## config.mk

```make
export PLATFORM = sky130hd
export DESIGN_NAME = page_translate
export DESIGN_NICKNAME = d
export VERILOG_FILES = /design/src/page_translate.v
export VERILOG_INCLUDE_DIRS = /design/src
export SDC_FILE = /design/constraint.sdc
export NUM_CORES = 1
export LEC_CHECK = 0
export BUFFER_PORTS_ARGS = -buffer_cell sky130_fd_sc_hd__buf_2
export CAP_MARGIN = 40
export CORE_MARGIN = 5
export CORE_UTILIZATION = 40
export CTS_CLUSTER_SIZE = 12
export DETAILED_ROUTE_END_ITERATION = 10
export HOLD_SLACK_MARGIN = 0.1
export MAX_ROUTING_LAYER = met4
export PLACE_DENSITY = 0.75
export SLEW_MARGIN = 20
export SYNTH_ARGS = -nofsm -noshare
export SYNTH_HDL_FRONTEND = slang
export SYNTH_SLANG_ARGS = --single-unit
export TNS_END_PERCENT = 10
```

## constraint.sdc

```tcl
create_clock -name clk_in -period 3.8 [get_ports clk_in]
set_input_delay 0.76 -clock clk_in [delete_from_list [all_inputs] [get_ports clk_in]]
set_output_delay 0.76 -clock clk_in [all_outputs]
set_load 0.01 [all_outputs]
```

## src/page_translate_regs.vh

```
// constants for the data space page translation block
// assumes inclusion by the design file and the assertion file
`ifndef PAGE_TRANSLATE_REGS_VH
`define PAGE_TRANSLATE_REGS_VH
`define PAGE_W 10
`define PAGE_RESET 10'h001
`define PAGE_ZERO 10'h000
`define PAGE_EDS_FIRST 10'h001
`define PAGE_EDS_LAST 10'h1FF
`define PAGE_LSW_FIRST 10'h200
`define PAGE_LSW_LAST 10'h2FF
`define PAGE_MSB_FIRST 10'h300
`define PAGE_MSB_LAST 10'h3FF
`define EA_MSB 15
`define EA_RESET 16'h0000
`define MODE_W 3
`define MODE_DIRECT 3'h0
`define MODE_PRE_MOD 3'h1
`define MODE_POST_MOD 3'h2
`define MODE_REG_OFFSET 3'h3
`define MODE_MODULO 3'h4
`define MODE_BIT_REV 3'h5
`define KIND_BASE 2'h0
`define KIND_EDS 2'h1
`define KIND_PSV 2'h2
`endif

```

## src/page_translate.v

```verilog
// data space page translation: maps effective addresses onto paged windows
// assumes cpu address logic on clk_in presents one access per request pulse
// Function
// RULE1 - separate read and write page selectors
// RULE2 - one request moves word read page to write page; code takes a read request then a write request
// RULE3 - page crossing clears address bit fifteen first
// RULE4 - crossing detection only for pre/post modified indirect
// RULE5 - overflow increments page and sets top bit
// RULE6 - underflow decrements page and sets top bit
// RULE7 - offset, modulo, bit-reverse wrap within current page
// RULE8 - boundary pages stay, clear top bit, base space
// RULE9 - page 0x2FF and 0x300 cross with top bit
// RULE10 - paged access with page zero traps; code exempts direct mode
// RULE11 - program space writes through write page trap
// RULE12 - caller avoids large offsets when crossing pages
// RULE13 - ten bit pages decode eds, low, upper
`include "page_translate_regs.vh"
module page_translate (
    input wire clk_in,
    input wire rst_n_in,
    input wire page_load_in,
    input wire [`PAGE_W-1:0] read_page_in,
    input wire [`PAGE_W-1:0] write_page_in,
    input wire req_in,
    input wire is_write_in,
    input wire move_in,
    input wire [`MODE_W-1:0] mode_in,
    input wire [15:0] base_addr_in,
    input wire [15:0] mod_addr_in,
    input wire carry_in,
    input wire borrow_in,
    output reg valid_out,
    output reg [15:0] effective_addr_out,
    output reg [`PAGE_W-1:0] page_out,
    output reg [1:0] space_kind_out,
    output reg write_out,
    output reg move_out,
    output reg [`PAGE_W-1:0] read_page_select_out,
    output reg [`PAGE_W-1:0] write_page_select_out,
    output reg addr_error_out
);

////////////////////////////////////////////////////////////////////////////////
// page decoding used for both selectors
function [1:0] page_kind;
    input [`PAGE_W-1:0] p;
    begin
        if (p == `PAGE_ZERO) begin
            page_kind = `KIND_BASE;
        end else if (p <= `PAGE_EDS_LAST) begin
            page_kind = `KIND_EDS; // RULE13
        end else begin
            page_kind = `KIND_PSV; // RULE13
        end
    end
endfunction

////////////////////////////////////////////////////////////////////////////////
// selector state
reg [`PAGE_W-1:0] read_page_select_r;
reg [`PAGE_W-1:0] write_page_select_r;
reg [`PAGE_W-1:0] rd_nxt;
reg [`PAGE_W-1:0] wr_nxt;

// combinational translation
reg [`PAGE_W-1:0] active_page_select;
reg [`PAGE_W-1:0] page_nxt;
reg [15:0] effective_addr;
reg paged;
reg modified;
reg wrap_mode;
reg crossing;
reg trap;
reg trap_page_zero;
reg trap_prog_write;
reg [1:0] kind_nxt;

// boundary decode of the active page
reg ovf_stay;
reg unf_stay;
reg ovf_to_upper;
reg unf_to_lower;

////////////////////////////////////////////////////////////////////////////////
// which selector serves this access and whether it crosses a page edge
always @* begin
    // write page for writes, read page for reads
    active_page_select = is_write_in ? write_page_select_r : read_page_select_r; // RULE1
    // top bit of the unmodified address marks the paged window
    paged = base_addr_in[`EA_MSB] && (active_page_select != `PAGE_ZERO);
    modified = (mode_in == `MODE_PRE_MOD) || (mode_in == `MODE_POST_MOD); // RULE4
    wrap_mode = (mode_in == `MODE_REG_OFFSET) || (mode_in == `MODE_MODULO) || (mode_in == `MODE_BIT_REV);
    crossing = paged && (carry_in || borrow_in);
end

////////////////////////////////////////////////////////////////////////////////
// pages whose crossing does not simply step the selector
always @* begin
    // last data page and last upper page fall back to base space
    ovf_stay = (active_page_select == `PAGE_EDS_LAST) || (active_page_select == `PAGE_MSB_LAST); // RULE8
    // first data page and first low word page fall back to base space
    unf_stay = (active_page_select == `PAGE_EDS_FIRST) || (active_page_select == `PAGE_LSW_FIRST); // RULE8
    // reads walk from the low word pages into the upper pages and back
    ovf_to_upper = !is_write_in && (active_page_select == `PAGE_LSW_LAST); // RULE9
    unf_to_lower = !is_write_in && (active_page_select == `PAGE_MSB_FIRST); // RULE9
end

////////////////////////////////////////////////////////////////////////////////
// effective address and next page for the access
always @* begin
    effective_addr = mod_addr_in;
    page_nxt = active_page_select;
    if (crossing) begin
        // crossing clears the top bit before any correction
        effective_addr[`EA_MSB] = 1'b0; // RULE3
        if (wrap_mode) begin
            // page kept, top bit set so the address wraps within this page
            effective_addr[`EA_MSB] = 1'b1; // RULE7
        end else if (modified && carry_in) begin
            // overflow side: cross upward, fall back, or step
            if (ovf_to_upper) begin
                page_nxt = `PAGE_MSB_FIRST; // RULE9
                effective_addr[`EA_MSB] = 1'b1;
            end else if (ovf_stay) begin
                effective_addr[`EA_MSB] = 1'b0; // RULE8
            end else begin
                page_nxt = active_page_select + 10'h001; // RULE5
                effective_addr[`EA_MSB] = 1'b1;
            end
        end else if (modified && borrow_in) begin
            // underflow side: cross downward, fall back, or step
            if (unf_to_lower) begin
                page_nxt = `PAGE_LSW_LAST; // RULE9
                effective_addr[`EA_MSB] = 1'b1;
            end else if (unf_stay) begin
                effective_addr[`EA_MSB] = 1'b0; // RULE8
            end else begin
                page_nxt = active_page_select - 10'h001; // RULE6
                effective_addr[`EA_MSB] = 1'b1;
            end
        end
    end
    // a cleared top bit lands in the base data space
    kind_nxt = effective_addr[`EA_MSB] ? page_kind(page_nxt) : `KIND_BASE;
end

////////////////////////////////////////////////////////////////////////////////
// address error conditions
always @* begin
    // paged access through page zero has no window behind it
    trap_page_zero = base_addr_in[`EA_MSB] && (active_page_select == `PAGE_ZERO)
        && (mode_in != `MODE_DIRECT); // RULE10
    // program space is reachable for reads only
    trap_prog_write = is_write_in && base_addr_in[`EA_MSB]
        && (page_kind(write_page_select_r) == `KIND_PSV); // RULE11
    trap = trap_page_zero || trap_prog_write;
end

////////////////////////////////////////////////////////////////////////////////
// next selector values
always @* begin
    rd_nxt = read_page_select_r;
    wr_nxt = write_page_select_r;
    // a load wins over a request in the same cycle
    if (page_load_in) begin
        rd_nxt = read_page_in;
        wr_nxt = write_page_in;
    end else if (req_in && !trap) begin
        // a trapped access leaves both selectors alone
        if (is_write_in) begin
            wr_nxt = page_nxt;
        end else begin
            rd_nxt = page_nxt;
        end
    end
end

////////////////////////////////////////////////////////////////////////////////
// selector state and its copies on the ports
always @(posedge clk_in or negedge rst_n_in) begin
    if (!rst_n_in) begin
        read_page_select_r <= `PAGE_RESET;
        write_page_select_r <= `PAGE_RESET;
        read_page_select_out <= `PAGE_RESET;
        write_page_select_out <= `PAGE_RESET;
    end else begin
        read_page_select_r <= rd_nxt; // RULE1
        write_page_select_r <= wr_nxt; // RULE1
        // ports copy the next value so they stay flop driven
        read_page_select_out <= rd_nxt;
        write_page_select_out <= wr_nxt;
    end
end

////////////////////////////////////////////////////////////////////////////////
// one answer pulse per request, one cycle later
always @(posedge clk_in or negedge rst_n_in) begin
    if (!rst_n_in) begin
        valid_out <= 1'b0;
        addr_error_out <= 1'b0;
        write_out <= 1'b0;
        move_out <= 1'b0;
    end else begin
        // exactly one of valid and error follows a request
        valid_out <= req_in && !trap;
        addr_error_out <= req_in && trap; // RULE10
        write_out <= is_write_in;
        // a move is a read request then a write request
        move_out <= req_in && move_in; // RULE2
    end
end

////////////////////////////////////////////////////////////////////////////////
// translated address, page and space of the access
always @(posedge clk_in or negedge rst_n_in) begin
    if (!rst_n_in) begin
        effective_addr_out <= `EA_RESET;
        page_out <= `PAGE_ZERO;
        space_kind_out <= `KIND_BASE;
    end else begin
        effective_addr_out <= effective_addr; // RULE3
        page_out <= page_nxt;
        space_kind_out <= kind_nxt; // RULE13
    end
end

endmodule

```

== After elaboration in Yosys (flattened, before gate mapping) ==
Cells that the tools add are included.

* Add/sub/neg operators: 2
* $lt $le $gt $ge: 2
* Eq/ne operators: 13
* Multiplexer cells: 28
* Reduce and logical (&&, ||, !) cells: 31

{| class="wikitable"
|+ Operator list
! cell !! number
|-
| $mux 10 || 15
|-
| $eq 10x10->1 const B || 4
|-
| $logic_not 10->1 || 3
|-
| $le 10x9->1 const B || 2
|-
| $logic_and 1x1->1 || 13
|-
| $add 10x1->10 const B || 1
|-
| $eq 10x1->1 const B || 1
|-
| $eq 10x9->1 const B || 1
|-
| $mux 2 || 5
|-
| $reduce_bool 10->1 || 1
|-
| $sub 10x1->10 const B || 1
|-
| $mux 1 || 8
|-
| $logic_or 1x1->1 || 7
|-
| $eq 3x2->1 const B || 2
|-
| $eq 3x3->1 const B || 2
|-
| $reduce_and 2->1 || 2
|-
| $reduce_bool 2->1 || 2
|-
| $eq 3x1->1 const B || 1
|-
| $reduce_bool 3->1 || 1
|-
| $eq 2x2->1 const B || 1
|-
| $logic_not 1->1 || 2
|-
| $ne 2x2->1 const B || 1
|}

* Register bits: 52
* Bits of input ports: 63
* Output and inout port bits: 52
* Word-level logic and storage cells: 85

== Logic depth before layout (Yosys ltp) ==
Gate-level depths: netlist of the first run.

* Word-level depth: 13
* Depth in mapped cells: 13
* Depth with buffers taken out: 11

== Least setup slack after synthesis of the first run ==
OpenSTA, ideal clock, no wires.

* Kind: input to register
* From: input port is_write_in
* To: register space_kind_out[0]
* Library setup time: 134 ps
* Arrival: 3307 ps
* Required time: 3666 ps
* Setup slack: 360 ps
* Stages: 13
* Buffers on the path: 2
* Path through: buf_2 > mux2i_1 > inv_1 > ha_1 > and4b_1 > or2_2 > clkbuf_1 > nand3_1 > nand3_1 > mux2i_1 > a32o_1 > nor4_2 > a31oi_1

* Cells in the longest elaborated chain, start to end: 13
* Elaborated cells on any way between the ends: 38
* Those cells by class: add/sub (2); order compare (1); eq/ne (6); mux (20); reduce/logical (9)

{| class="wikitable"
|+ Ends and longest elaborated chain
! what !! line !! text
|-
| start, declared || page_translate.v:25 || <nowiki>input wire is_write_in,</nowiki>
|-
| parallel branches: the longest is 8 deep, another holds $sub 10x1->10 || n/a ||
|-
| $mux 10 (*) || page_translate.v:113 || <nowiki>if (crossing) begin</nowiki>
|-
| named net page_nxt[5] || page_translate.v:67 || <nowiki>reg [`PAGE_W-1:0] page_nxt;</nowiki>
|-
| $le 10x9->1 (no line) || n/a ||
|-
| $mux 2 || page_translate.v:50 || <nowiki>end else if (p <= `PAGE_EDS_LAST) begin</nowiki>
|-
| $mux 2 (*) || page_translate.v:48 || <nowiki>if (p == `PAGE_ZERO) begin</nowiki>
|-
| $mux 2 (no line) (*) || n/a ||
|-
| named net kind_nxt[0] || page_translate.v:76 || <nowiki>reg [1:0] kind_nxt;</nowiki>
|-
| end signal, assigned || page_translate.v:219 || <nowiki>space_kind_out <= `KIND_BASE;</nowiki>
|-
| end signal, assigned || page_translate.v:223 || <nowiki>space_kind_out <= kind_nxt;</nowiki>
|-
| end, declared || page_translate.v:35 || <nowiki>output reg [1:0] space_kind_out,</nowiki>
|}

Mark *: on every way through the listed nets, which the timed path passes.
A chain may end at the register's enable or synchronous reset.

== Final worst setup path of the first run ==
Same ends and word-level chain as after synthesis.

==> reports/metrics.cfg, run 1 <==
[worst_hold_path]
worst_hold_path_class=in2async

[critical_path]
worstPathCellList=buf_2 > buf_4 > or4_1 > a222oi_1 > buf_4 > buf_4 > a211o_2 > nor2_1 > a221oi_2 > a31oi_2 > nor4_2 > a31oi_1
critical_path.max_stage_delay_ns=0.57
critical_path_required_ns=3.96
worstSetupPathType=in2reg
crit_slowest_cell=or4_1
r2r_start=write_page_select_r[4]
critPathLaunchType=primary input
cell_mode_on_critical_path=buf_4
critPathLaunch=is_write_in
cp-end-kind=flop
worstPathMaxFanout=15
crit_arrival_ns=3.67

[layout]
final_layout_net_count=492
final_layout_size_suffix_gt1_frac=0.365
multi_input_area_mm2=0.00156
seqCellArea_mm2=0.00130
filler_cell_count=663
areaGrowthSynthToFinish_pct=32.2
number_of_antenna_cells_inserted=0

[clock_tree]
cts-root-to-sink-buffers=2
h-tree-depth=2
cts_made_buffers=5
post_cts_buffers=0
tritoncts=yes
clkLatencyLatePin_ns=0.31
clock-sinks=52
cts_root_buffer=clkbuf_8
clk_pin_slew_ns=0.09
cts_hold_repair_buffers=0
cts.repair.resized=0

[timing]
period_minus_slack_ns=3.52
timing.hold.ws_ns=0.409
fin_worst_skew_ns=0.0160
maxSlewHeadroom=0.524
maxSlewViolCount=0
worst-slew-pin-transition_ns=0.709
timing.final.setup_violations=0
max_clock_freq_mhz=284
hold_viol_final=0
worst_slack_ns=0.283
rsz_0062_raised_after_global_routing=false
setup_total_negative_slack_ns=0
layout_worst_path_cycle_share=0.925

[pwr]
cellPowerDensity_mw_per_mm2=383
pwr-share-comb=0.291
vdd_ir_max_mv=0.249
power.share.switching=0.319
internal-power_w=0.00101
p_leak_nw=1.85
power.clock.fraction=0.268
seq_power_share=0.442
switching_power_w=0.000473

[global_routing]
grt_remaining_overflow=0
globalRouteTotalUtil=0.216
grt_first_pass_wirelength_mm=14.9
grt_max_degree=41
grt_antenna_before_repair=0
grt_pass1_vias=2829

[placed_design]
dp.final_hpwl_mm=7.22
dp_worst_setup_slack_ns=0.0504
io_buffer_count=99
place.gp.congestion=0.945

[synthesis]
synth_seq_area_share=0.445
number_of_different_library_cells_in_the_post_synthesis_netlist=66
postSynthCellCount=302
syn_area_mm2=0.00293
ys_async_sr_fraction=1.00
netlist_top_cells_area=dfrtp_1 43%, mux2i_1 11%, nand2_1 5.0%
synth-edff-count=0
synth_top_area_share=0.427
synth_seq_cells=52
mappedNetlistNets=368
yosysTopAreaCell=dfrtp_1
synth_top_cells_by_count=50 x dfrtp_1, 39 x nand2_1, 32 x mux2i_1, 17 x nor2_1, 16 x o21ai_1
synth_top_flop_cell=dfrtp_1
synth_area_per_cell_um2=9.70
post-synth-top-count-cell=dfrtp_1
yosys_warnings=0

[run]
drv.max_cap_violation_count=0

[drt]
wl_per_cell_um=17.6
viasPerCell=5.52
dr_total_vias=2904
dr.pass1.iters=7
detail_route_antenna_nets=0
detailedRoute.firstIterationViolations=177
totalWireLength_mm=9.25
drc=0

[run_status]
result_of_the_run=finished clean

[floorplan]
core_outline_area_mm2=0.00718
ios=115
die_area_mm2=0.00914
start_util=0.408
die_height_um=95.6
die_width_um=95.6
placement_rows=31

[worst max-delay path, delay by kind of cell]
family,cells,cell delay (ns)
buf+inv,4,0.64
compound gates,5,1.21
simple gates,3,1.06
[flip-flops by register name, indices dropped and copies added (netlist names)]
name,cells
addr_error_out,1
read_page_select_r,10
write_page_select_r,10
effective_addr_out,16
write_out,1
move_out,1
valid_out,1
page_out,10
space_kind_out,2
[layout make-up]
type / instances / area share
repair buffers: 130 / 0.194
well taps: 99 / 0.0320
multi-input cells: 234 / 0.403
inverters: 3 / 0.00291
clock inverters: 2 / 0.0100
flip-flops and latches: 52 / 0.337
clock buffers: 6 / 0.0213
[logic make-up (layout without fill, tap and decap cells)]
family	count (synthesis)	after routing	share of synthesized area
AO/OA/AOI/OAI	85	85	0.199
buffers and inverters	16	141	0.0226
XOR/XNOR	2	2	0.00598
multiplexers	35	35	0.121
adder cells (fa/ha/maj)	3	3	0.0128
flip-flops	52	52	0.445
AND/OR/NAND/NOR	109	109	0.194
[layer usage]
layer  up-vias  GRT usage  routed length [um]  part of all wire
li1       1381          -                   -                 -
met1      1383      0.272                3900              0.42
met2       126      0.367                4660              0.50
met3        14     0.0300                 558             0.060
met4         0     0.0545                 138             0.015
met5         -          -                   0                 0
[worst paths after layout]
path | endpoint | slack (ns) | cells past startpoint
worst max-delay path | space_kind_out[0] | 0.28 | 12
worst min-delay path | write_page_select_r[1] | 0.41 | 1
worst max register to register | space_kind_out[0] | 0.59 | 10
worst min register to register | read_page_select_r[0] | 0.59 | 2
max in group asynchronous | move_out | 2.85 | 2
min in group clk_in | effective_addr_out[10] | 0.54 | 1
[power by group through the flow]
stage	Sequential (W)	Combinational [W]	Clock [W]
after global routing	0.000662	0.000470	0.000430
after detailed placement	0.000664	0.000429	0
after CTS	0.000654	0.000433	0.000403
final	0.000655	0.000431	0.000397
after floorplan	0.000686	0.000197	0
after global placement	0.000662	0.000421	0
[per-stage QoR]
step / std cells / total power, W / instance area (um^2) / utilization
final: 526 / 0.00148 / 3870 / 0.540
after global routing: 526 / 0.00156 / 3870 / 0.540
after CTS: 526 / 0.00149 / 3870 / 0.540
after detailed placement: 518 / 0.00109 / 3750 / 0.523
after global placement: 517 / 0.00108 / 3730 / 0.520
after floorplan: 302 / 0.000883 / 2930 / -
[cells in the final DEF (no fill, tap or decap), types with 5 or more instances in the layout]
cell and count:
buf_2 99, dfrtp_1 50, nand2_1 39, mux2i_1 32
buf_4 29, nor2_1 17, o21ai_1 16, o21ai_0 14
a21oi_1 14, and2_1 7, nor2b_1 6, nor3_1 6
clkbuf_8 6, nand3_1 5
Note: power is estimated with default switching activity, not from simulation.
==> run 2, diff against run 1 <==
Settings changed: REMOVE_ABC_BUFFERS set to 1.
==> reports/metrics.cfg, run 2 (synthesis results as in run 1) <==
[layout]
layout_commonest_cell=buf_2  ; unchanged
areaGrowthSynthToFinish_pct=31.8  ; was 32.2%
finalInstanceArea_mm2=0.00386  ; was 0.00387 mm^2
filler_cell_count=680  ; was 663
final_layout_size_suffix_gt1_frac=0.371  ; was 0.365
number_of_antenna_cells_inserted=0  ; unchanged
final_layout_net_count=496  ; was 492
largest_register=effective_addr_out  ; unchanged
final_cell_mix=99 x buf_2, 50 x dfrtp_1, 39 x nand2_1  ; unchanged
final_core_density=0.538  ; was 0.540
finalNonFillerCells=530  ; was 526
largest_register_ff_count=16  ; unchanged

[critical_path]
worst_case_reg_to_reg_path_depth=11  ; was 10
r2r_start=write_page_select_r[1]  ; was write_page_select_r[4]
ff_to_ff_end=space_kind_out[0]  ; unchanged
crit_slowest_cell=mux2i_1  ; was or4_1
worstSetupPathType=in2reg  ; unchanged
worstPathMaxFanout=7  ; was 15
cp_top_family=simple AND/OR/NAND/NOR gates  ; was compound AO/OA/AOI/OAI gates
critical_path.max_stage_delay_ns=0.42  ; was 0.57 ns
critical_path_required_ns=3.99  ; was 3.96 ns
buffers_and_inverters_on_the_worst_path=2  ; was 4
cp-end-kind=flop  ; unchanged
worstPathCellList=buf_2 > mux2i_1 > inv_1 > ha_1 > and4b_1 > or2_2 > nand3_1 > nand3_1 > mux2i_1 > a32o_1 > nor4_2 > a31oi_1  ; was buf_2 > buf_4 > or4_1 > a222oi_1 > buf_4 > buf_4 > a211o_2 > nor2_1 > a221oi_2 > a31oi_2 > nor4_2 > a31oi_1
crit_arrival_ns=3.53  ; was 3.67 ns
timing.reg2reg.setup_slack_ns=0.71  ; was 0.59 ns
critPathLaunchType=primary input  ; unchanged

[floorplan]
die_width_um=95.6  ; unchanged
die_height_um=95.6  ; unchanged
die_area_mm2=0.00914  ; unchanged
start_util=0.408  ; unchanged
core_outline_area_mm2=0.00718  ; unchanged
ios=115  ; unchanged
placement_rows=31  ; unchanged

[run]
drv.max_cap_violation_count=0  ; unchanged

[clock_tree]
clk_pin_slew_ns=0.10  ; was 0.09 ns
tritoncts=yes  ; unchanged
cts_made_buffers=5  ; unchanged
cts.repair.resized=0  ; unchanged
cts_root_buffer=clkbuf_8  ; unchanged
h-tree-depth=2  ; unchanged
post_cts_buffers=0  ; unchanged
cts-root-to-sink-buffers=2  ; unchanged
clkLatencyLatePin_ns=0.32  ; was 0.31 ns
cts_hold_repair_buffers=0  ; unchanged
clock-sinks=52  ; unchanged

[global_routing]
grt_antenna_before_repair=0  ; unchanged
grt_pass1_vias=2928  ; was 2829
grt_remaining_overflow=0  ; unchanged
globalRouteTotalUtil=0.213  ; was 0.216
grt_first_pass_wirelength_mm=14.6  ; was 14.9 mm
grt_max_degree=41  ; unchanged

[pwr]
p_leak_nw=1.85  ; about the same
cellPowerDensity_mw_per_mm2=365  ; was 383 mW/mm^2
vdd_ir_max_mv=0.179  ; was 0.249 mV

[timing]
setup_total_negative_slack_ns=0  ; unchanged
layout_worst_path_cycle_share=0.878  ; was 0.925
maxSlewViolCount=0  ; unchanged
fin_worst_skew_ns=0.00959  ; was 0.0160 ns
period_minus_slack_ns=3.34  ; was 3.52 ns
max_clock_freq_mhz=300  ; was 284 MHz
worst_slack_ns=0.464  ; was 0.283 ns
worst-slew-pin-transition_ns=0.613  ; was 0.709 ns
rsz_0062_raised_after_global_routing=false  ; unchanged
hold_viol_final=0  ; unchanged
maxSlewHeadroom=0.591  ; was 0.524
timing.final.setup_violations=0  ; unchanged

[drt]
dr.pass1.iters=4  ; was 7
viasPerCell=5.47  ; was 5.52
detail_route_antenna_nets=0  ; unchanged
totalWireLength_mm=9.04  ; was 9.25 mm
drc=0  ; unchanged
wl_per_cell_um=17.1  ; was 17.6 um
dr_total_vias=2897  ; was 2904
detailedRoute.firstIterationViolations=183  ; was 177

[placed_design]
dp.final_hpwl_mm=7.07  ; was 7.22 mm
dp_worst_setup_slack_ns=0.134  ; was 0.0504 ns
io_buffer_count=99  ; unchanged
dpl_cell_area_mm2=0.00377  ; was 0.00375 mm^2
place.gp.congestion=0.974  ; was 0.945
placed_insts=522  ; was 518

[worst_hold_path]
worst_hold_path_class=in2async  ; unchanged

[run_status]
result_of_the_run=finished clean  ; unchanged

[run 2: cell types whose count changed in the layout (fill, tap and decap cells not counted)]
cell	delta
buf_4	+5
clkinv_2	+1
bufinv_16	-1
clkbuf_8	-1
buf_12	-1
inv_6	+1
[run 2: worst max path at each step]
stage	to	cells past startpoint	startpoint
after floorplan	space_kind_out[0]	8	is_write_in
final	space_kind_out[0]	12	is_write_in
after global placement	space_kind_out[0]	12	is_write_in
after CTS	space_kind_out[0]	12	is_write_in
after detailed placement	space_kind_out[0]	12	is_write_in
after global routing	space_kind_out[0]	12	is_write_in
[run 2: final cells by class]
type / instances / area (um^2) / share of cell area
clock buffer: 5 / 68.8 / 0.0178
clock inverter: 3 / 22.5 / 0.00583
inverter: 3 / 11.3 / 0.00292
multi-input combinational: 234 / 1560 / 0.404
sequential: 52 / 1300 / 0.338
tap: 99 / 124 / 0.0321
timing repair buffer: 134 / 771 / 0.200
[run 2: where the power goes]
group	switching (W)	internal [W]
sequential	0.0000466	0.000610
combinational	0.000236	0.000184
clock	0.000201	0.000133
[run 2: layer usage]
layer  routed length (um)  up-vias  share of wire  GRT usage
li1                     -     1397              -          -
met1                 3970     1390           0.44      0.264
met2                 4450      102           0.49      0.358
met3                  544        8          0.060     0.0316
met4                   83        0         0.0092     0.0640
met5                    0        -              0          -
[run 2: per-stage QoR]
step / total power (W) / hold WS [ns]
2_1_floorplan: 0.000872 / 0.464
3_3_place_gp: 0.00108 / 0.553
3_5_place_dp: 0.00109 / 0.564
4_1_cts: 0.00143 / 0.382
5_1_grt: 0.00149 / 0.410
6_report: 0.00141 / 0.373
